==> config.mk <==
export PLATFORM = sky130hd
export DESIGN_NAME = phy_diag_power_mode_regs
export DESIGN_NICKNAME = d
export VERILOG_FILES = /design/src/rtl/phy_diag_pkg.sv /design/src/rtl/capture_if.sv /design/src/rtl/result_capture.sv /design/src/rtl/phy_diag_power_mode_regs.sv
export SDC_FILE = /design/constraint.sdc
export NUM_CORES = 1
export LEC_CHECK = 0
export ABC_CLOCK_PERIOD_IN_PS = 1050
export BUFFER_PORTS_ARGS = -buffer_cell sky130_fd_sc_hd__buf_2
export CORE_MARGIN = 1
export CORE_UTILIZATION = 30
export CTS_CLUSTER_DIAMETER = 150
export DETAILED_ROUTE_END_ITERATION = 8
export PLACE_DENSITY_LB_ADDON = 0.15
export REMOVE_ABC_BUFFERS = 1
export SLEW_MARGIN = 20
export SYNTH_ARGS = -nofsm -noshare
export SYNTH_HDL_FRONTEND = slang
export SYNTH_SLANG_ARGS = --single-unit
==> constraint.sdc <==
create_clock -name mclk_i -period 1.05 [get_ports mclk_i]
set_input_delay 0.1575 -clock mclk_i [delete_from_list [all_inputs] [get_ports mclk_i]]
set_output_delay 0.1575 -clock mclk_i [all_outputs]
set_load 0.05 [all_outputs]
==> src/rtl/phy_diag_pkg.sv <==
package phy_diag_pkg;

  // ------------------------------------------------------------------
  // register offsets
  // ------------------------------------------------------------------
  localparam logic [15:0] OFS_LINK_RESULTS        = 16'h0133;
  localparam logic [15:0] OFS_TDR_PEAK_POLARITY   = 16'h018A;
  localparam logic [15:0] OFS_AUTONOMY_CONTROL    = 16'h018B;
  localparam logic [15:0] OFS_POWER_STATE_REQUEST = 16'h018C;
  localparam logic [15:0] OFS_SIGNAL_NOISE_RESULT = 16'h0197;

  // ------------------------------------------------------------------
  // field positions and widths
  // ------------------------------------------------------------------
  localparam int POL_LSB          = 11;
  localparam int POL_W            = 4;
  localparam int AUTO_CMD_BIT     = 6;
  localparam int AUTO_RSV_LSB     = 2;
  localparam int AUTO_RSV_W       = 4;
  localparam int SLEEP_EN_BIT     = 1;
  localparam int LPS_EN_BIT       = 0;
  localparam int SLEEP_REQ_BIT    = 1;
  localparam int FORCE_NORMAL_BIT = 0;
  localparam int SNR_LSB          = 0;
  localparam int SNR_W            = 9;
  localparam int LINK_UP_BIT      = 12;

  // ------------------------------------------------------------------
  // values after reset
  // ------------------------------------------------------------------
  localparam logic [POL_W-1:0]      POL_RST          = 4'h0;
  localparam logic [SNR_W-1:0]      SNR_RST          = 9'h000;
  localparam logic [AUTO_RSV_W-1:0] AUTO_RSV_RST     = 4'h6;
  localparam logic                  SLEEP_EN_RST     = 1'b1;
  localparam logic                  LPS_EN_RST       = 1'b0;
  localparam logic                  SLEEP_REQ_RST    = 1'b0;
  localparam logic                  FORCE_NORMAL_RST = 1'b0;
  localparam logic [15:0]           RD_DATA_RST      = 16'h0000;

  // ------------------------------------------------------------------
  // strap capture phase
  // ------------------------------------------------------------------
  typedef enum logic [0:0] {
    BOOT_WAIT = 1'b0,
    BOOT_DONE = 1'b1
  } boot_t;

endpackage : phy_diag_pkg

==> src/rtl/capture_if.sv <==
`timescale 1ns/1ps
interface capture_if #(parameter int W = 4);
  logic         update;
  logic [W-1:0] value;
  logic [W-1:0] held;

  modport src  (output update, output value, input  held);
  modport sink (input  update, input  value, output held);
endinterface : capture_if

==> src/rtl/result_capture.sv <==
`timescale 1ns/1ps
module result_capture #(
  parameter int           W   = 4,
  parameter logic [W-1:0] RST = '0
) (
  // clock and reset
  input  wire logic mclk_i,
  input  wire logic resetn_i,
  // result path
  capture_if.sink   cap
);

  typedef struct packed {
    logic [W-1:0] held;
  } cap_state_t;

  cap_state_t s;
  cap_state_t next_s;

  // only the measuring logic moves the value; software writes never reach here
  always_comb begin
    next_s = s;
    if (cap.update) begin
      next_s.held = cap.value;
    end
  end

  always_ff @(posedge mclk_i or negedge resetn_i) begin
    if (!resetn_i) begin
      s.held <= RST;
    end else begin
      s <= next_s;
    end
  end

  assign cap.held = s.held;

endmodule : result_capture

==> src/rtl/phy_diag_power_mode_regs.sv <==
// Decided for this implementation: the strobed register port.
`timescale 1ns/1ps
// How it works
// - polarity register bits 14..11 hold peak four..one flags, one means negative.
// - autonomy bit 6 selects autonomous operation; reset clears it and the first edge after release loads the strap.
// - autonomy command bit reads zero after its first write or read.
// - managed mode only comes from the strap at reset, never from a write.
// - after sleep negotiation go to Sleep if sleep enable set, else Standby.
// - sleep code-groups go out only while the transmission enable bit is set.
// - power-mode bit 1 set requests sleep code-group transmission.
// - power-mode bit 0 set forces the device into Normal.
// - force-normal clears on the Standby to Normal move or on a power-mode write with bit 0 zero.
// - signal-to-noise bits 8..0 hold ten times the ratio in dB.
// - link results bit 12 reads one while a valid link stands.
module phy_diag_power_mode_regs (
  // clock and reset
  input  wire logic                             mclk_i,
  input  wire logic                             resetn_i,
  // register port
  input  wire logic [15:0]                      addr_i,
  input  wire logic [15:0]                      wr_data_i,
  input  wire logic                             wr_i,
  input  wire logic                             rd_i,
  output logic      [15:0]                      rd_data_o,
  // bootstrap
  input  wire logic                             strap_autonomous_i,
  // cable-test results
  input  wire logic                             pol_update_i,
  input  wire logic [phy_diag_pkg::POL_W-1:0]   pol_value_i,
  // signal-to-noise result
  input  wire logic                             snr_update_i,
  input  wire logic [phy_diag_pkg::SNR_W-1:0]   snr_value_i,
  // link and power-state machine
  input  wire logic                             link_up_i,
  input  wire logic                             lps_done_i,
  input  wire logic                             standby_to_normal_i,
  // commands to the power-state machine
  output logic                                  autonomous_o,
  output logic                                  lps_allowed_o,
  output logic                                  lps_send_o,
  output logic                                  force_normal_o,
  output logic                                  enter_sleep_o,
  output logic                                  enter_standby_o
);
  import phy_diag_pkg::*;

  // ------------------------------------------------------------------
  // result capture
  // ------------------------------------------------------------------
  capture_if #(.W(POL_W)) pol_if ();
  capture_if #(.W(SNR_W)) snr_if ();

  assign pol_if.update = pol_update_i;
  assign pol_if.value  = pol_value_i;
  assign snr_if.update = snr_update_i;
  assign snr_if.value  = snr_value_i;

  result_capture #(.W(POL_W), .RST(POL_RST)) u_pol (
    .mclk_i   (mclk_i),
    .resetn_i (resetn_i),
    .cap      (pol_if.sink)
  );

  result_capture #(.W(SNR_W), .RST(SNR_RST)) u_snr (
    .mclk_i   (mclk_i),
    .resetn_i (resetn_i),
    .cap      (snr_if.sink)
  );

  // ------------------------------------------------------------------
  // state
  // ------------------------------------------------------------------
  typedef struct packed {
    boot_t                 boot;
    logic                  auto_mode;
    logic                  auto_spent;
    logic [AUTO_RSV_W-1:0] auto_rsv;
    logic                  sleep_en;
    logic                  lps_en;
    logic                  sleep_req;
    logic                  force_normal;
    logic                  link_up;
    logic                  lps_send;
    logic                  goto_sleep;
    logic                  goto_standby;
    logic [15:0]           rd_data;
  } regs_t;

  regs_t s;
  regs_t next_s;

  logic wr_auto;
  logic wr_pwr;
  logic rd_auto;

  assign wr_auto = wr_i && (addr_i == OFS_AUTONOMY_CONTROL);
  assign wr_pwr  = wr_i && (addr_i == OFS_POWER_STATE_REQUEST);
  assign rd_auto = rd_i && (addr_i == OFS_AUTONOMY_CONTROL);

  // ------------------------------------------------------------------
  // next state
  // ------------------------------------------------------------------
  always_comb begin
    next_s = s;

    // strap is taken on the first edge after release, never by the reset itself
    if (s.boot == BOOT_WAIT) begin
      next_s.boot      = BOOT_DONE;
      next_s.auto_mode = strap_autonomous_i;
    end else if (wr_auto && wr_data_i[AUTO_CMD_BIT]) begin
      next_s.auto_mode = 1'b1;  // writing zero cannot drop into managed mode
    end

    // command bit is a one-shot event on any access
    if (wr_auto || rd_auto) begin
      next_s.auto_spent = 1'b1;
    end

    if (wr_auto) begin
      next_s.auto_rsv = wr_data_i[AUTO_RSV_LSB +: AUTO_RSV_W];
      next_s.sleep_en = wr_data_i[SLEEP_EN_BIT];
      next_s.lps_en   = wr_data_i[LPS_EN_BIT];
    end

    if (wr_pwr) begin
      next_s.sleep_req = wr_data_i[SLEEP_REQ_BIT];
    end

    // a set written in the same cycle as the hardware clear wins
    if (wr_pwr && wr_data_i[FORCE_NORMAL_BIT]) begin
      next_s.force_normal = 1'b1;
    end else if (standby_to_normal_i) begin
      next_s.force_normal = 1'b0;
    end else if (wr_pwr) begin
      next_s.force_normal = 1'b0;
    end

    next_s.link_up = link_up_i;

    // sleep code-groups need both the request and the permission
    next_s.lps_send = next_s.sleep_req && next_s.lps_en;

    next_s.goto_sleep   = lps_done_i && s.sleep_en;
    next_s.goto_standby = lps_done_i && !s.sleep_en;

    // read data stands for exactly one cycle
    next_s.rd_data = 16'h0000;
    if (rd_i) begin
      case (addr_i)
        OFS_TDR_PEAK_POLARITY: begin
          next_s.rd_data[POL_LSB +: POL_W] = pol_if.held;
        end
        OFS_AUTONOMY_CONTROL: begin
          next_s.rd_data[AUTO_CMD_BIT]                 = s.auto_mode && !s.auto_spent;
          next_s.rd_data[AUTO_RSV_LSB +: AUTO_RSV_W]   = s.auto_rsv;
          next_s.rd_data[SLEEP_EN_BIT]                 = s.sleep_en;
          next_s.rd_data[LPS_EN_BIT]                   = s.lps_en;
        end
        OFS_POWER_STATE_REQUEST: begin
          next_s.rd_data[SLEEP_REQ_BIT]    = s.sleep_req;
          next_s.rd_data[FORCE_NORMAL_BIT] = s.force_normal;
        end
        OFS_SIGNAL_NOISE_RESULT: begin
          next_s.rd_data[SNR_LSB +: SNR_W] = snr_if.held;
        end
        OFS_LINK_RESULTS: begin
          next_s.rd_data[LINK_UP_BIT] = s.link_up;
        end
        default: begin
          next_s.rd_data = 16'h0000;
        end
      endcase
    end
  end

  // ------------------------------------------------------------------
  // registers
  // ------------------------------------------------------------------
  always_ff @(posedge mclk_i or negedge resetn_i) begin
    if (!resetn_i) begin
      s.boot         <= BOOT_WAIT;
      s.auto_mode    <= 1'b0;
      s.auto_spent   <= 1'b0;
      s.auto_rsv     <= AUTO_RSV_RST;
      s.sleep_en     <= SLEEP_EN_RST;
      s.lps_en       <= LPS_EN_RST;
      s.sleep_req    <= SLEEP_REQ_RST;
      s.force_normal <= FORCE_NORMAL_RST;
      s.link_up      <= 1'b0;
      s.lps_send     <= 1'b0;
      s.goto_sleep   <= 1'b0;
      s.goto_standby <= 1'b0;
      s.rd_data      <= RD_DATA_RST;
    end else begin
      s <= next_s;
    end
  end

  assign rd_data_o       = s.rd_data;
  assign autonomous_o    = s.auto_mode;
  assign lps_allowed_o   = s.lps_en;
  assign lps_send_o      = s.lps_send;
  assign force_normal_o  = s.force_normal;
  assign enter_sleep_o   = s.goto_sleep;
  assign enter_standby_o = s.goto_standby;
endmodule : phy_diag_power_mode_regs

==> results of run 1 <==
## cells in the mapped netlist, drive strengths merged
cell type	n	area (µm²)
dfrtp	38	951
buf	18	143
mux2	16	199
nor2	10	47.6
nand2	7	26.3
nor2b	5	31.3
a22o	4	35.0
and2	4	27.5
inv	4	15.0
a21oi	3	15.0
dfstp	3	78.8
o21ai	3	15.0
a21bo	2	20.0
a222oi	2	20.0
and4	2	17.5
conb	2	7.51
nand3	2	10.0
nand4	2	12.5
nor3b	2	15.0
a22oi	1	7.51
a31oi	1	6.26
a32o	1	10.0
and3	1	7.51
and3b	1	8.76
and4b	1	10.0
clkbuf	1	3.75
nand3b	1	7.51
nand4bb	1	11.3
nor3	1	10.0
nor4	1	21.3
o211ai	1	7.51
o21bai	1	7.51
or3b	1	8.76
## state kept, by name, indices dropped and copies added (netlist names)
register         flops
enter_standby_o      1
s                    9
lps_allowed_o        1
enter_sleep_o        1
rd_data_o           13
autonomous_o         1
force_normal_o       1
u_snr.cap.held       9
u_pol.cap.held       4
lps_send_o           1
## layer usage
metal / vias up / wire [µm] / share of wire
met2: 42 / 1870 / 0.48
li1: 619 / - / -
met5: - / 0 / 0
met4: 0 / 26 / 0.0067
met1: 613 / 1780 / 0.46
met3: 4 / 226 / 0.058
## cells by family (layout without fill, tap and decap cells)
kind of cell / count (synthesis) / in the layout / share of synthesized area
compound gates: 19 / 19 / 0.0793
mux: 16 / 16 / 0.110
buf+inv: 23 / 93 / 0.0890
simple gates: 42 / 42 / 0.150
other cells: 2 / 4 / 0.00414
flops: 41 / 41 / 0.568
## metrics by stage
stage	total power, mW	TNS, ps	utilization
finish	3.52	-282	0.432
global route	3.70	-1060	0.432
CTS	3.56	-279	0.426
detailed placement	2.00	-7490	0.388
global placement	1.99	-6740	0.388
floorplan	1.81	-2690	-
## area by class of cell
class,count,area share
Sequential cell,41,0.420
Multi-Input combinational cell,81,0.263
Timing Repair Buffer,81,0.218
Tap cell,72,0.0367
Clock buffer,5,0.0280
Clock inverter,3,0.0280
Inverter,4,0.00612
## critical path: stages
cell and delay, ps:
sky130_fd_sc_hd__buf_6 100, sky130_fd_sc_hd__nor4_4 290, sky130_fd_sc_hd__and4_1 250, sky130_fd_sc_hd__and2_4 210, sky130_fd_sc_hd__mux2_4 300
## worst paths after layout
kind                                               from                             to  slack [ps]  depth (start not counted)
max in group asynchronous                      resetn_i              s[26]$_DFFE_PN1P_         430                          3
min in group asynchronous                      resetn_i  u_snr.cap.held[8]$_DFFE_PN0P_         360                          3
worst max-delay path                         addr_i[12]              s[24]$_DFFE_PN0P_         -70                          5
worst min-delay path                     pol_value_i[3]  u_pol.cap.held[3]$_DFFE_PN0P_          80                          3
worst min register to register          s[30]$_DFF_PN0_       autonomous_o$_DFFE_PN0P_         450                          1
worst max register to register  lps_allowed_o$_DFF_PN0_         rd_data_o[0]$_DFF_PN0_         130                          2
## timing repair
action	CTS	global route
hold buffers	2	0
setup endpoints to repair	22	29
resized for setup	13	23
pin swaps	5	5
setup buffers	2	0
gates cloned	0	0
hold endpoints to repair	39	0
## report_power, final
group	internal [mW]	switching, mW
Sequential	1.64	0.0283
Combinational	0.162	0.165
Clock	0.957	0.567
Total	2.76	0.760
==> run_summary.xml, run 1 <==
<?xml version="1.0" encoding="UTF-8"?>
<metrics>
  <group name="global_routing">
    <metric name="largest_net_degree_at_the_start_of_global_routing" unit="">42</metric>
    <metric name="grt_most_used_layer" unit="">met2</metric>
    <metric name="grt_overflow_total" unit="">0</metric>
    <metric name="grtUsageMet3" unit="">0.0446</metric>
    <metric name="use_met1" unit="">0.174</metric>
    <metric name="first_global_vias" unit="">1368</metric>
    <metric name="track_usage" unit="">0.136</metric>
    <metric name="antenna_found_initial" unit="">0</metric>
    <metric name="grt_pass1_wl" unit="mm">6.48</metric>
    <metric name="grtUsageMet2" unit="">0.217</metric>
  </group>
  <group name="routing">
    <metric name="drt_iter0_drc" unit="">38</metric>
    <metric name="dr_total_vias" unit="">1278</metric>
    <metric name="detail_route.vias_per_cell" unit="">4.45</metric>
    <metric name="number_of_drc_violations_after_detailed_routing" unit="">0</metric>
    <metric name="wl_per_cell" unit="µm">13.6</metric>
    <metric name="post_detailed_route_count_of_antenna_violating_nets" unit="">0</metric>
    <metric name="drt_pass1_iterations" unit="">4</metric>
    <metric name="detail_route.wirelength" unit="mm">3.90</metric>
  </group>
  <group name="cts">
    <metric name="htree_levels" unit="">2</metric>
    <metric name="cts_tree" unit="">built</metric>
    <metric name="path_clk_slew" unit="ps">90</metric>
    <metric name="cts-root-buf" unit="">sky130_fd_sc_hd__clkbuf_8</metric>
    <metric name="clock_latency" unit="ps">290</metric>
    <metric name="clock_tree.buffer_depth" unit="">2</metric>
    <metric name="cts-buffers-inserted" unit="">5</metric>
    <metric name="tritoncts_num_sinks" unit="">41</metric>
  </group>
  <group name="layout">
    <metric name="layout_common_cells" unit="">sky130_fd_sc_hd__buf_2 (45), sky130_fd_sc_hd__dfrtp_1 (38), sky130_fd_sc_hd__buf_4 (26)</metric>
    <metric name="design_area" unit="mm²">0.00245</metric>
    <metric name="sequential_cell_area" unit="mm²">0.00103</metric>
    <metric name="synthToLayoutAreaGrowth" unit="%">35.2</metric>
    <metric name="fin_cells" unit="">287</metric>
    <metric name="antenna_cells_inserted" unit="">0</metric>
    <metric name="drive_above_1_share" unit="">0.544</metric>
    <metric name="layout.nets" unit="">269</metric>
    <metric name="multiInputGateArea" unit="µm²">646</metric>
    <metric name="layout.cells.most_common" unit="">sky130_fd_sc_hd__buf_2</metric>
    <metric name="fillers" unit="">554</metric>
  </group>
  <group name="run_status">
    <metric name="outcome" unit="">finished with violations</metric>
    <metric name="violations" unit="">negative setup slack</metric>
  </group>
  <group name="setup_path">
    <metric name="worstPathRequired" unit="ps">1240</metric>
    <metric name="worstSetupStartpointType" unit="">input pin</metric>
    <metric name="worst-endpoint-arrival" unit="ps">1310</metric>
    <metric name="path_class" unit="">input pin to flop</metric>
    <metric name="crit_fanout" unit="">5</metric>
    <metric name="critPathCaptureType" unit="">flop</metric>
  </group>
  <group name="sta">
    <metric name="finalClockSkew" unit="ps">11.5</metric>
    <metric name="final-hold-violation-count" unit="">0</metric>
    <metric name="achievable-frequency" unit="MHz">893</metric>
    <metric name="final_critical_path_setup_slack" unit="ps">-69.5</metric>
    <metric name="unrepaired_setup_endpoints_after_global_routing" unit="">yes</metric>
    <metric name="timing.final.max_slew_violations" unit="">0</metric>
    <metric name="final_min_period" unit="ps">1120</metric>
    <metric name="min_period_over_period" unit="">1.07</metric>
    <metric name="worst_hold_margin" unit="ps">76.9</metric>
    <metric name="timing.final.setup_violations" unit="">7</metric>
  </group>
  <group name="run">
    <metric name="maxCapViolations" unit="">0</metric>
  </group>
  <group name="pwr">
    <metric name="worst_ir_drop_vdd" unit="mV">0.538</metric>
    <metric name="power_dens_cells" unit="mW/mm²">1430</metric>
    <metric name="p_leak" unit="nW">1.22</metric>
  </group>
  <group name="place">
    <metric name="port_buffers" unit="">64</metric>
    <metric name="detailedPlacementHpwl" unit="mm">2.90</metric>
    <metric name="routabilityCongestion" unit="">0.781</metric>
    <metric name="dp_cells" unit="">276</metric>
    <metric name="post-place-ws" unit="ps">-447</metric>
    <metric name="placed_area" unit="mm²">0.00220</metric>
  </group>
  <group name="die">
    <metric name="initial_utilization" unit="">0.320</metric>
    <metric name="design.core.area" unit="mm²">0.00568</metric>
    <metric name="dieArea" unit="mm²">0.00636</metric>
    <metric name="io_pins" unit="">77</metric>
    <metric name="die-height" unit="µm">79.8</metric>
    <metric name="fp-row-count" unit="">27</metric>
    <metric name="die-width" unit="µm">79.8</metric>
  </group>
  <group name="yosys">
    <metric name="synth.yosys.seq_area_share" unit="">0.568</metric>
    <metric name="synth_cells" unit="">143</metric>
    <metric name="synth.avg_cell_area" unit="µm²">12.7</metric>
    <metric name="ys_ff_latch" unit="">41</metric>
    <metric name="yosys_warnings" unit="">0</metric>
    <metric name="synthesis.area" unit="mm²">0.00181</metric>
    <metric name="synth.distinct_cells" unit="">38</metric>
  </group>
  <group name="min_path">
    <metric name="worstHoldPathType" unit="">input pin to flop</metric>
  </group>
</metrics>
(Power assumes the default switching activity.)
==> run 2, diff against run 1 <==
Settings changed: ABC_AREA set to 1.
==> run_summary.xml, run 2 <==
<?xml version="1.0" encoding="UTF-8"?>
<metrics>
  <group name="die">
    <metric name="initial_utilization" unit="">0.316</metric>
    <metric name="io_pins" unit="">77</metric>
    <metric name="fp-row-count" unit="">28</metric>
    <metric name="die-height" unit="µm">81.5</metric>
    <metric name="dieArea" unit="mm²">0.00664</metric>
    <metric name="design.core.area" unit="mm²">0.00599</metric>
    <metric name="die-width" unit="µm">81.5</metric>
  </group>
  <group name="yosys">
    <metric name="yosys_warnings" unit="">0</metric>
    <metric name="synth.yosys.seq_area_share" unit="">0.543</metric>
    <metric name="share_of_flip_flops_with_an_asynchronous_set_or_reset_after_synthesis" unit="">1.00</metric>
    <metric name="synth.avg_cell_area" unit="µm²">8.94</metric>
    <metric name="synth.top_cells.by_count" unit="">sky130_fd_sc_hd__nand2_1 (40), sky130_fd_sc_hd__dfrtp_1 (38), sky130_fd_sc_hd__inv_1 (30)</metric>
    <metric name="synth_top_cell_area_share" unit="">0.502</metric>
    <metric name="synth.top_cells.by_area" unit="">sky130_fd_sc_hd__dfrtp_1 (50%), sky130_fd_sc_hd__nand2_1 (7.9%), sky130_fd_sc_hd__buf_4 (6.3%)</metric>
    <metric name="yosys.area.top_type" unit="">sky130_fd_sc_hd__dfrtp_1</metric>
    <metric name="ys_dominant_reg_cell" unit="">sky130_fd_sc_hd__dfrtp_1</metric>
    <metric name="synth_enable_flop_cells" unit="">0</metric>
    <metric name="ys_ff_latch" unit="">41</metric>
    <metric name="synth.distinct_cells" unit="">27</metric>
    <metric name="synth_cells" unit="">212</metric>
    <metric name="synthesis.area" unit="mm²">0.00190</metric>
    <metric name="post-synth-top-count-cell" unit="">sky130_fd_sc_hd__nand2_1</metric>
  </group>
  <group name="setup_path">
    <metric name="path_class" unit="">flop to output pin</metric>
    <metric name="rrSetupSlack" unit="ps">130</metric>
    <metric name="timing.rr.end" unit="">rd_data_o[0]$_DFF_PN0_</metric>
    <metric name="crit_fanout" unit="">3</metric>
    <metric name="critical-path-slowest-cell" unit="">sky130_fd_sc_hd__dfrtp_1</metric>
    <metric name="length_in_cells_of_the_worst_reg_to_reg_path" unit="">5</metric>
    <metric name="critical_path.max_stage_delay" unit="ps">420</metric>
    <metric name="timing.critical_path.to" unit="">autonomous_o</metric>
    <metric name="worstSetupStartpointType" unit="">flop</metric>
    <metric name="cpLargestDelayFamily" unit="">flip-flops</metric>
    <metric name="cp.depth" unit="">1</metric>
    <metric name="crit_start" unit="">autonomous_o$_DFFE_PN0P_</metric>
    <metric name="crit_chain" unit="">buf_6</metric>
    <metric name="worstPathRequired" unit="ps">890</metric>
    <metric name="critPathCaptureType" unit="">output pin</metric>
    <metric name="worst-endpoint-arrival" unit="ps">880</metric>
    <metric name="critPathBufInv" unit="">1</metric>
    <metric name="timing.rr.start" unit="">force_normal_o$_DFFE_PN0P_</metric>
  </group>
  <group name="cts">
    <metric name="clock_tree.buffer_depth" unit="">2</metric>
    <metric name="cts-root-buf" unit="">sky130_fd_sc_hd__clkbuf_8</metric>
    <metric name="htree_levels" unit="">2</metric>
    <metric name="cts-buffers-inserted" unit="">5</metric>
    <metric name="tritoncts_num_sinks" unit="">41</metric>
    <metric name="path_clk_slew" unit="ps">70</metric>
    <metric name="clock_latency" unit="ps">280</metric>
    <metric name="cts_tree" unit="">built</metric>
  </group>
  <group name="sta">
    <metric name="unrepaired_setup_endpoints_after_global_routing" unit="">yes</metric>
    <metric name="finalClockSkew" unit="ps">3.55</metric>
    <metric name="timing.final.setup_violations" unit="">0</metric>
    <metric name="achievable-frequency" unit="MHz">966</metric>
    <metric name="final-hold-violation-count" unit="">0</metric>
    <metric name="min_period_over_period" unit="">0.986</metric>
    <metric name="final_critical_path_setup_slack" unit="ps">14.6</metric>
    <metric name="timing.final.max_slew_violations" unit="">0</metric>
    <metric name="final_min_period" unit="ps">1040</metric>
  </group>
  <group name="global_routing">
    <metric name="grt_overflow_total" unit="">0</metric>
    <metric name="antenna_found_initial" unit="">0</metric>
    <metric name="largest_net_degree_at_the_start_of_global_routing" unit="">42</metric>
    <metric name="track_usage" unit="">0.125</metric>
    <metric name="grt_pass1_wl" unit="mm">6.03</metric>
    <metric name="first_global_vias" unit="">1311</metric>
  </group>
  <group name="min_path">
    <metric name="worstHoldPathType" unit="">input pin to flop</metric>
    <metric name="min-delay-start" unit="">wr_data_i[4]</metric>
  </group>
  <group name="place">
    <metric name="detailedPlacementHpwl" unit="mm">2.92</metric>
    <metric name="post-place-ws" unit="ps">-191</metric>
    <metric name="port_buffers" unit="">64</metric>
    <metric name="routabilityCongestion" unit="">0.742</metric>
  </group>
  <group name="routing">
    <metric name="drt_iter0_drc" unit="">46</metric>
    <metric name="dr_total_vias" unit="">1492</metric>
    <metric name="drt_pass1_iterations" unit="">4</metric>
    <metric name="post_detailed_route_count_of_antenna_violating_nets" unit="">0</metric>
    <metric name="detail_route.wirelength" unit="mm">3.87</metric>
    <metric name="wl_per_cell" unit="µm">10.9</metric>
    <metric name="number_of_drc_violations_after_detailed_routing" unit="">0</metric>
    <metric name="detail_route.vias_per_cell" unit="">4.20</metric>
  </group>
  <group name="layout">
    <metric name="antenna_cells_inserted" unit="">0</metric>
    <metric name="synthToLayoutAreaGrowth" unit="%">29.6</metric>
    <metric name="layout.nets" unit="">335</metric>
    <metric name="number_of_flip_flops_under_the_largest_register_name" unit="">13</metric>
    <metric name="drive_above_1_share" unit="">0.368</metric>
    <metric name="layout_common_cells" unit="">sky130_fd_sc_hd__buf_2 (46), sky130_fd_sc_hd__nand2_1 (40), sky130_fd_sc_hd__dfrtp_1 (38)</metric>
    <metric name="layout.cells.most_common" unit="">sky130_fd_sc_hd__buf_2</metric>
  </group>
  <group name="pwr">
    <metric name="power_dens_cells" unit="mW/mm²">1220</metric>
    <metric name="clock_power_share" unit="">0.340</metric>
    <metric name="p_switching" unit="mW">0.709</metric>
    <metric name="seq_power_share" unit="">0.552</metric>
    <metric name="p_total" unit="mW">3.00</metric>
    <metric name="p_leak" unit="nW">1.34</metric>
    <metric name="switching_share" unit="">0.237</metric>
    <metric name="p_int" unit="mW">2.29</metric>
    <metric name="combPwrFrac" unit="">0.108</metric>
    <metric name="worst_ir_drop_vdd" unit="mV">0.534</metric>
  </group>
  <group name="run_status">
    <metric name="outcome" unit="">finished clean</metric>
  </group>
  <group name="run">
    <metric name="maxCapViolations" unit="">0</metric>
  </group>
</metrics>
## run 2: cell types whose count changed after synthesis, moves of 3 or more
cell	delta
sky130_fd_sc_hd__nand2_1	+33
sky130_fd_sc_hd__and2_1	-3
sky130_fd_sc_hd__nand3_1	+13
sky130_fd_sc_hd__mux2_2	-9
sky130_fd_sc_hd__a22o_1	-4
sky130_fd_sc_hd__o21ai_0	+15
sky130_fd_sc_hd__mux2_4	-5
sky130_fd_sc_hd__nand4_1	+3
sky130_fd_sc_hd__nor2b_1	-5
sky130_fd_sc_hd__nand2_2	+5
sky130_fd_sc_hd__inv_1	+26
sky130_fd_sc_hd__nor2_1	+11
## run 2: layout make-up
type / count / area, µm²
clock buffers: 7 / 86.3
fillers: 626 / 3530
inverters: 32 / 120
multi-input cells: 122 / 621
flip-flops and latches: 41 / 1030
well taps: 75 / 93.8
repair buffers: 78 / 507
## run 2: cell families after synthesis
| kind of cell | share of synthesized area |
|---|---|
| DFF | 0.543 |
| muxes | 0.0119 |
| buffers and inverters | 0.137 |
| AOI/OAI and AO/OA | 0.0607 |
| other | 0.00396 |
| and+or+nand+nor | 0.243 |
## run 2: power by group through the flow
stage               sequential, mW  clock (mW)  combinational, mW
floorplan                     1.70           0              0.111
CTS                           1.65        1.07              0.324
global route                  1.66        1.15              0.367
finish                        1.65        1.02              0.324
global placement              1.68           0              0.312
detailed placement            1.68           0              0.314
## run 2: metal layers
| metal | up-vias | global-route usage | part of all wire |
|---|---|---|---|
| met2 | 44 | 0.184 | 0.46 |
| met5 | - | 0 | 0 |
| met1 | 677 | 0.167 | 0.47 |
| met4 | 0 | 0.0375 | 0.0085 |
| met3 | 2 | 0.0489 | 0.057 |
| li1 | 769 | - | - |
## run 2: worst reg2reg max path: cells and delay by family, from the launching register on
family	cells	cell delay, ps
buffers and inverters	2	170
DFF	1	420
and+or+nand+nor	3	220
## run 2: per-stage QoR
step | hold slack [ps] | setup TNS [ps] | cells | area, µm² | util
after floorplan | -138 | -146 | 195 | 1760 | -
after global placement | 148 | -2490 | 343 | 2260 | 0.377
after detailed placement | 148 | -3030 | 343 | 2260 | 0.377
after CTS | 53.2 | -7.19 | 352 | 2390 | 0.398
after global routing | 41.8 | -49.9 | 355 | 2460 | 0.410
final | 63.3 | 0 | 355 | 2460 | 0.410
## run 2: worst min-delay path by stage
stage / end / slack (ps) / cells after the start
floorplan: autonomous_o$_DFFE_PN0P_ / -140 / 0
global placement: rd_data_o[8]$_DFF_PN0_ / 150 / 2
detailed placement: u_snr.cap.held[8]$_DFFE_PN0P_ / 150 / 2
CTS: s[24]$_DFFE_PN0P_ / 50 / 3
global route: s[26]$_DFFE_PN1P_ / 40 / 3
finish: s[26]$_DFFE_PN1P_ / 60 / 3
## run 2: repair_timing
action                     4_1_cts  5_1_grt
hold buffers                     2        0
setup buffers                    0        3
gates resized for setup          8       28
hold endpoints to repair        39        0
pin swaps                        0        1
setup endpoints to repair        5       20
==> run 3, diff against run 2 <==
Settings changed: SETUP_SLACK_MARGIN set to 0.4.
==> run_summary.xml, run 3 (same netlist as run 2, synthesis figures left out) <==
<?xml version="1.0" encoding="UTF-8"?>
<metrics>
  <group name="setup_path">
    <metric name="critical_path.max_stage_delay" unit="ps">420</metric>
    <metric name="crit_chain" unit="">buf_6</metric>
    <metric name="path_class" unit="">flop to output pin</metric>
    <metric name="critical-path-slowest-cell" unit="">sky130_fd_sc_hd__dfrtp_1</metric>
    <metric name="worstPathRequired" unit="ps">890</metric>
    <metric name="critPathBufInv" unit="">1</metric>
    <metric name="crit_start" unit="">autonomous_o$_DFFE_PN0P_</metric>
    <metric name="critPathCaptureType" unit="">output pin</metric>
    <metric name="timing.rr.start" unit="">lps_allowed_o$_DFF_PN0_</metric>
    <metric name="crit_fanout" unit="">2</metric>
    <metric name="worst-endpoint-arrival" unit="ps">870</metric>
    <metric name="cpLargestDelayFamily" unit="">flip-flops</metric>
    <metric name="worstSetupStartpointType" unit="">flop</metric>
  </group>
  <group name="cts">
    <metric name="cts-root-buf" unit="">sky130_fd_sc_hd__clkbuf_8</metric>
    <metric name="path_clk_slew" unit="ps">70</metric>
    <metric name="htree_levels" unit="">2</metric>
    <metric name="clock_latency" unit="ps">290</metric>
    <metric name="cts-buffers-inserted" unit="">5</metric>
    <metric name="cts_tree" unit="">built</metric>
    <metric name="clock_tree.buffer_depth" unit="">2</metric>
    <metric name="tritoncts_num_sinks" unit="">41</metric>
  </group>
  <group name="pwr">
    <metric name="p_switching" unit="mW">0.778</metric>
    <metric name="p_leak" unit="nW">1.49</metric>
    <metric name="p_int" unit="mW">2.36</metric>
    <metric name="seq_power_share" unit="">0.530</metric>
    <metric name="clock_power_share" unit="">0.330</metric>
    <metric name="combPwrFrac" unit="">0.140</metric>
    <metric name="worst_ir_drop_vdd" unit="mV">0.489</metric>
    <metric name="p_total" unit="mW">3.13</metric>
    <metric name="power_dens_cells" unit="mW/mm²">1040</metric>
    <metric name="switching_share" unit="">0.248</metric>
  </group>
  <group name="sta">
    <metric name="final_critical_path_setup_slack" unit="ps">23.0</metric>
    <metric name="final_min_period" unit="ps">1030</metric>
    <metric name="timing.final.max_slew_violations" unit="">0</metric>
    <metric name="worst_hold_margin" unit="ps">65.4</metric>
    <metric name="finalClockSkew" unit="ps">3.99</metric>
    <metric name="fin_tns_setup" unit="ps">0</metric>
    <metric name="timing.final.setup_violations" unit="">0</metric>
    <metric name="achievable-frequency" unit="MHz">974</metric>
    <metric name="final-hold-violation-count" unit="">0</metric>
    <metric name="min_period_over_period" unit="">0.978</metric>
    <metric name="unrepaired_setup_endpoints_after_global_routing" unit="">yes</metric>
  </group>
  <group name="min_path">
    <metric name="min-delay-start" unit="">wr_data_i[4]</metric>
    <metric name="worstHoldPathType" unit="">input pin to flop</metric>
  </group>
  <group name="routing">
    <metric name="drt_pass1_iterations" unit="">4</metric>
    <metric name="post_detailed_route_count_of_antenna_violating_nets" unit="">0</metric>
    <metric name="number_of_drc_violations_after_detailed_routing" unit="">0</metric>
    <metric name="detail_route.wirelength" unit="mm">4.39</metric>
    <metric name="detail_route.vias_per_cell" unit="">4.34</metric>
    <metric name="dr_total_vias" unit="">1589</metric>
    <metric name="wl_per_cell" unit="µm">12.0</metric>
    <metric name="drt_iter0_drc" unit="">28</metric>
  </group>
  <group name="global_routing">
    <metric name="largest_net_degree_at_the_start_of_global_routing" unit="">42</metric>
    <metric name="first_global_vias" unit="">1454</metric>
    <metric name="track_usage" unit="">0.139</metric>
    <metric name="antenna_found_initial" unit="">0</metric>
    <metric name="grt_overflow_total" unit="">0</metric>
    <metric name="grt_pass1_wl" unit="mm">6.77</metric>
  </group>
  <group name="run">
    <metric name="maxCapViolations" unit="">0</metric>
  </group>
  <group name="die">
    <metric name="die-height" unit="µm">81.5</metric>
    <metric name="die-width" unit="µm">81.5</metric>
    <metric name="initial_utilization" unit="">0.316</metric>
    <metric name="dieArea" unit="mm²">0.00664</metric>
    <metric name="design.core.area" unit="mm²">0.00599</metric>
    <metric name="fp-row-count" unit="">28</metric>
    <metric name="io_pins" unit="">77</metric>
  </group>
  <group name="layout">
    <metric name="drive_above_1_share" unit="">0.577</metric>
    <metric name="layout.core_utilization" unit="">0.502</metric>
    <metric name="layout.nets" unit="">346</metric>
    <metric name="number_of_flip_flops_under_the_largest_register_name" unit="">13</metric>
    <metric name="fin_cells" unit="">366</metric>
    <metric name="design_area" unit="mm²">0.00301</metric>
    <metric name="antenna_cells_inserted" unit="">0</metric>
    <metric name="synthToLayoutAreaGrowth" unit="%">58.6</metric>
    <metric name="layout_common_cells" unit="">sky130_fd_sc_hd__dfrtp_1 (38), sky130_fd_sc_hd__buf_6 (38), sky130_fd_sc_hd__buf_2 (33)</metric>
  </group>
  <group name="run_status">
    <metric name="outcome" unit="">finished clean</metric>
  </group>
  <group name="place">
    <metric name="placed_area" unit="mm²">0.00226</metric>
    <metric name="post-place-ws" unit="ps">-191</metric>
    <metric name="routabilityCongestion" unit="">0.742</metric>
    <metric name="port_buffers" unit="">64</metric>
    <metric name="detailedPlacementHpwl" unit="mm">2.92</metric>
    <metric name="dp_cells" unit="">343</metric>
  </group>
</metrics>
run 3: layout make-up:
class                   instances  area (µm²)
inverters                      32         128
well taps                      75        93.8
fillers                       563        2980
multi-input cells             122         856
clock buffers                   7        86.3
repair buffers                 89         813
flip-flops and latches         41        1030
run 3: what timing repair did:
action,CTS,global route
hold endpoints to repair,39,0
gates resized for setup,95,66
buffers inserted,9,4
pin swaps,24,36
hold buffers,2,0
gates cloned,0,1
endpoints found under the setup margin,47,60
run 3: power by group through the flow:
stage / Combinational, mW / Clock (mW) / Sequential (mW)
floorplan: 0.111 / 0 / 1.70
global placement: 0.312 / 0 / 1.68
detailed placement: 0.314 / 0 / 1.68
CTS: 0.370 / 1.07 / 1.65
global route: 0.485 / 1.15 / 1.67
finish: 0.440 / 1.03 / 1.66
run 3: layer usage:
metal  up-vias  wire, µm  global-route usage
li1        798         -                   -
met1       739      1890               0.179
met2        44      2190               0.213
met3         8       230              0.0522
met4         0        84              0.0482
met5         -         0                   0
run 3: final timing paths:
path	depth (start not counted)	endpoint	slack (ps)
max	1	autonomous_o	20
min	3	s[26]$_DFFE_PN1P_	70
max reg2reg	5	rd_data_o[0]$_DFF_PN0_	150
min reg2reg	2	s[28]$_DFFE_PN0P_	450
max in group asynchronous	3	s[26]$_DFFE_PN1P_	450
min in group asynchronous	3	u_snr.cap.held[3]$_DFFE_PN0P_	370
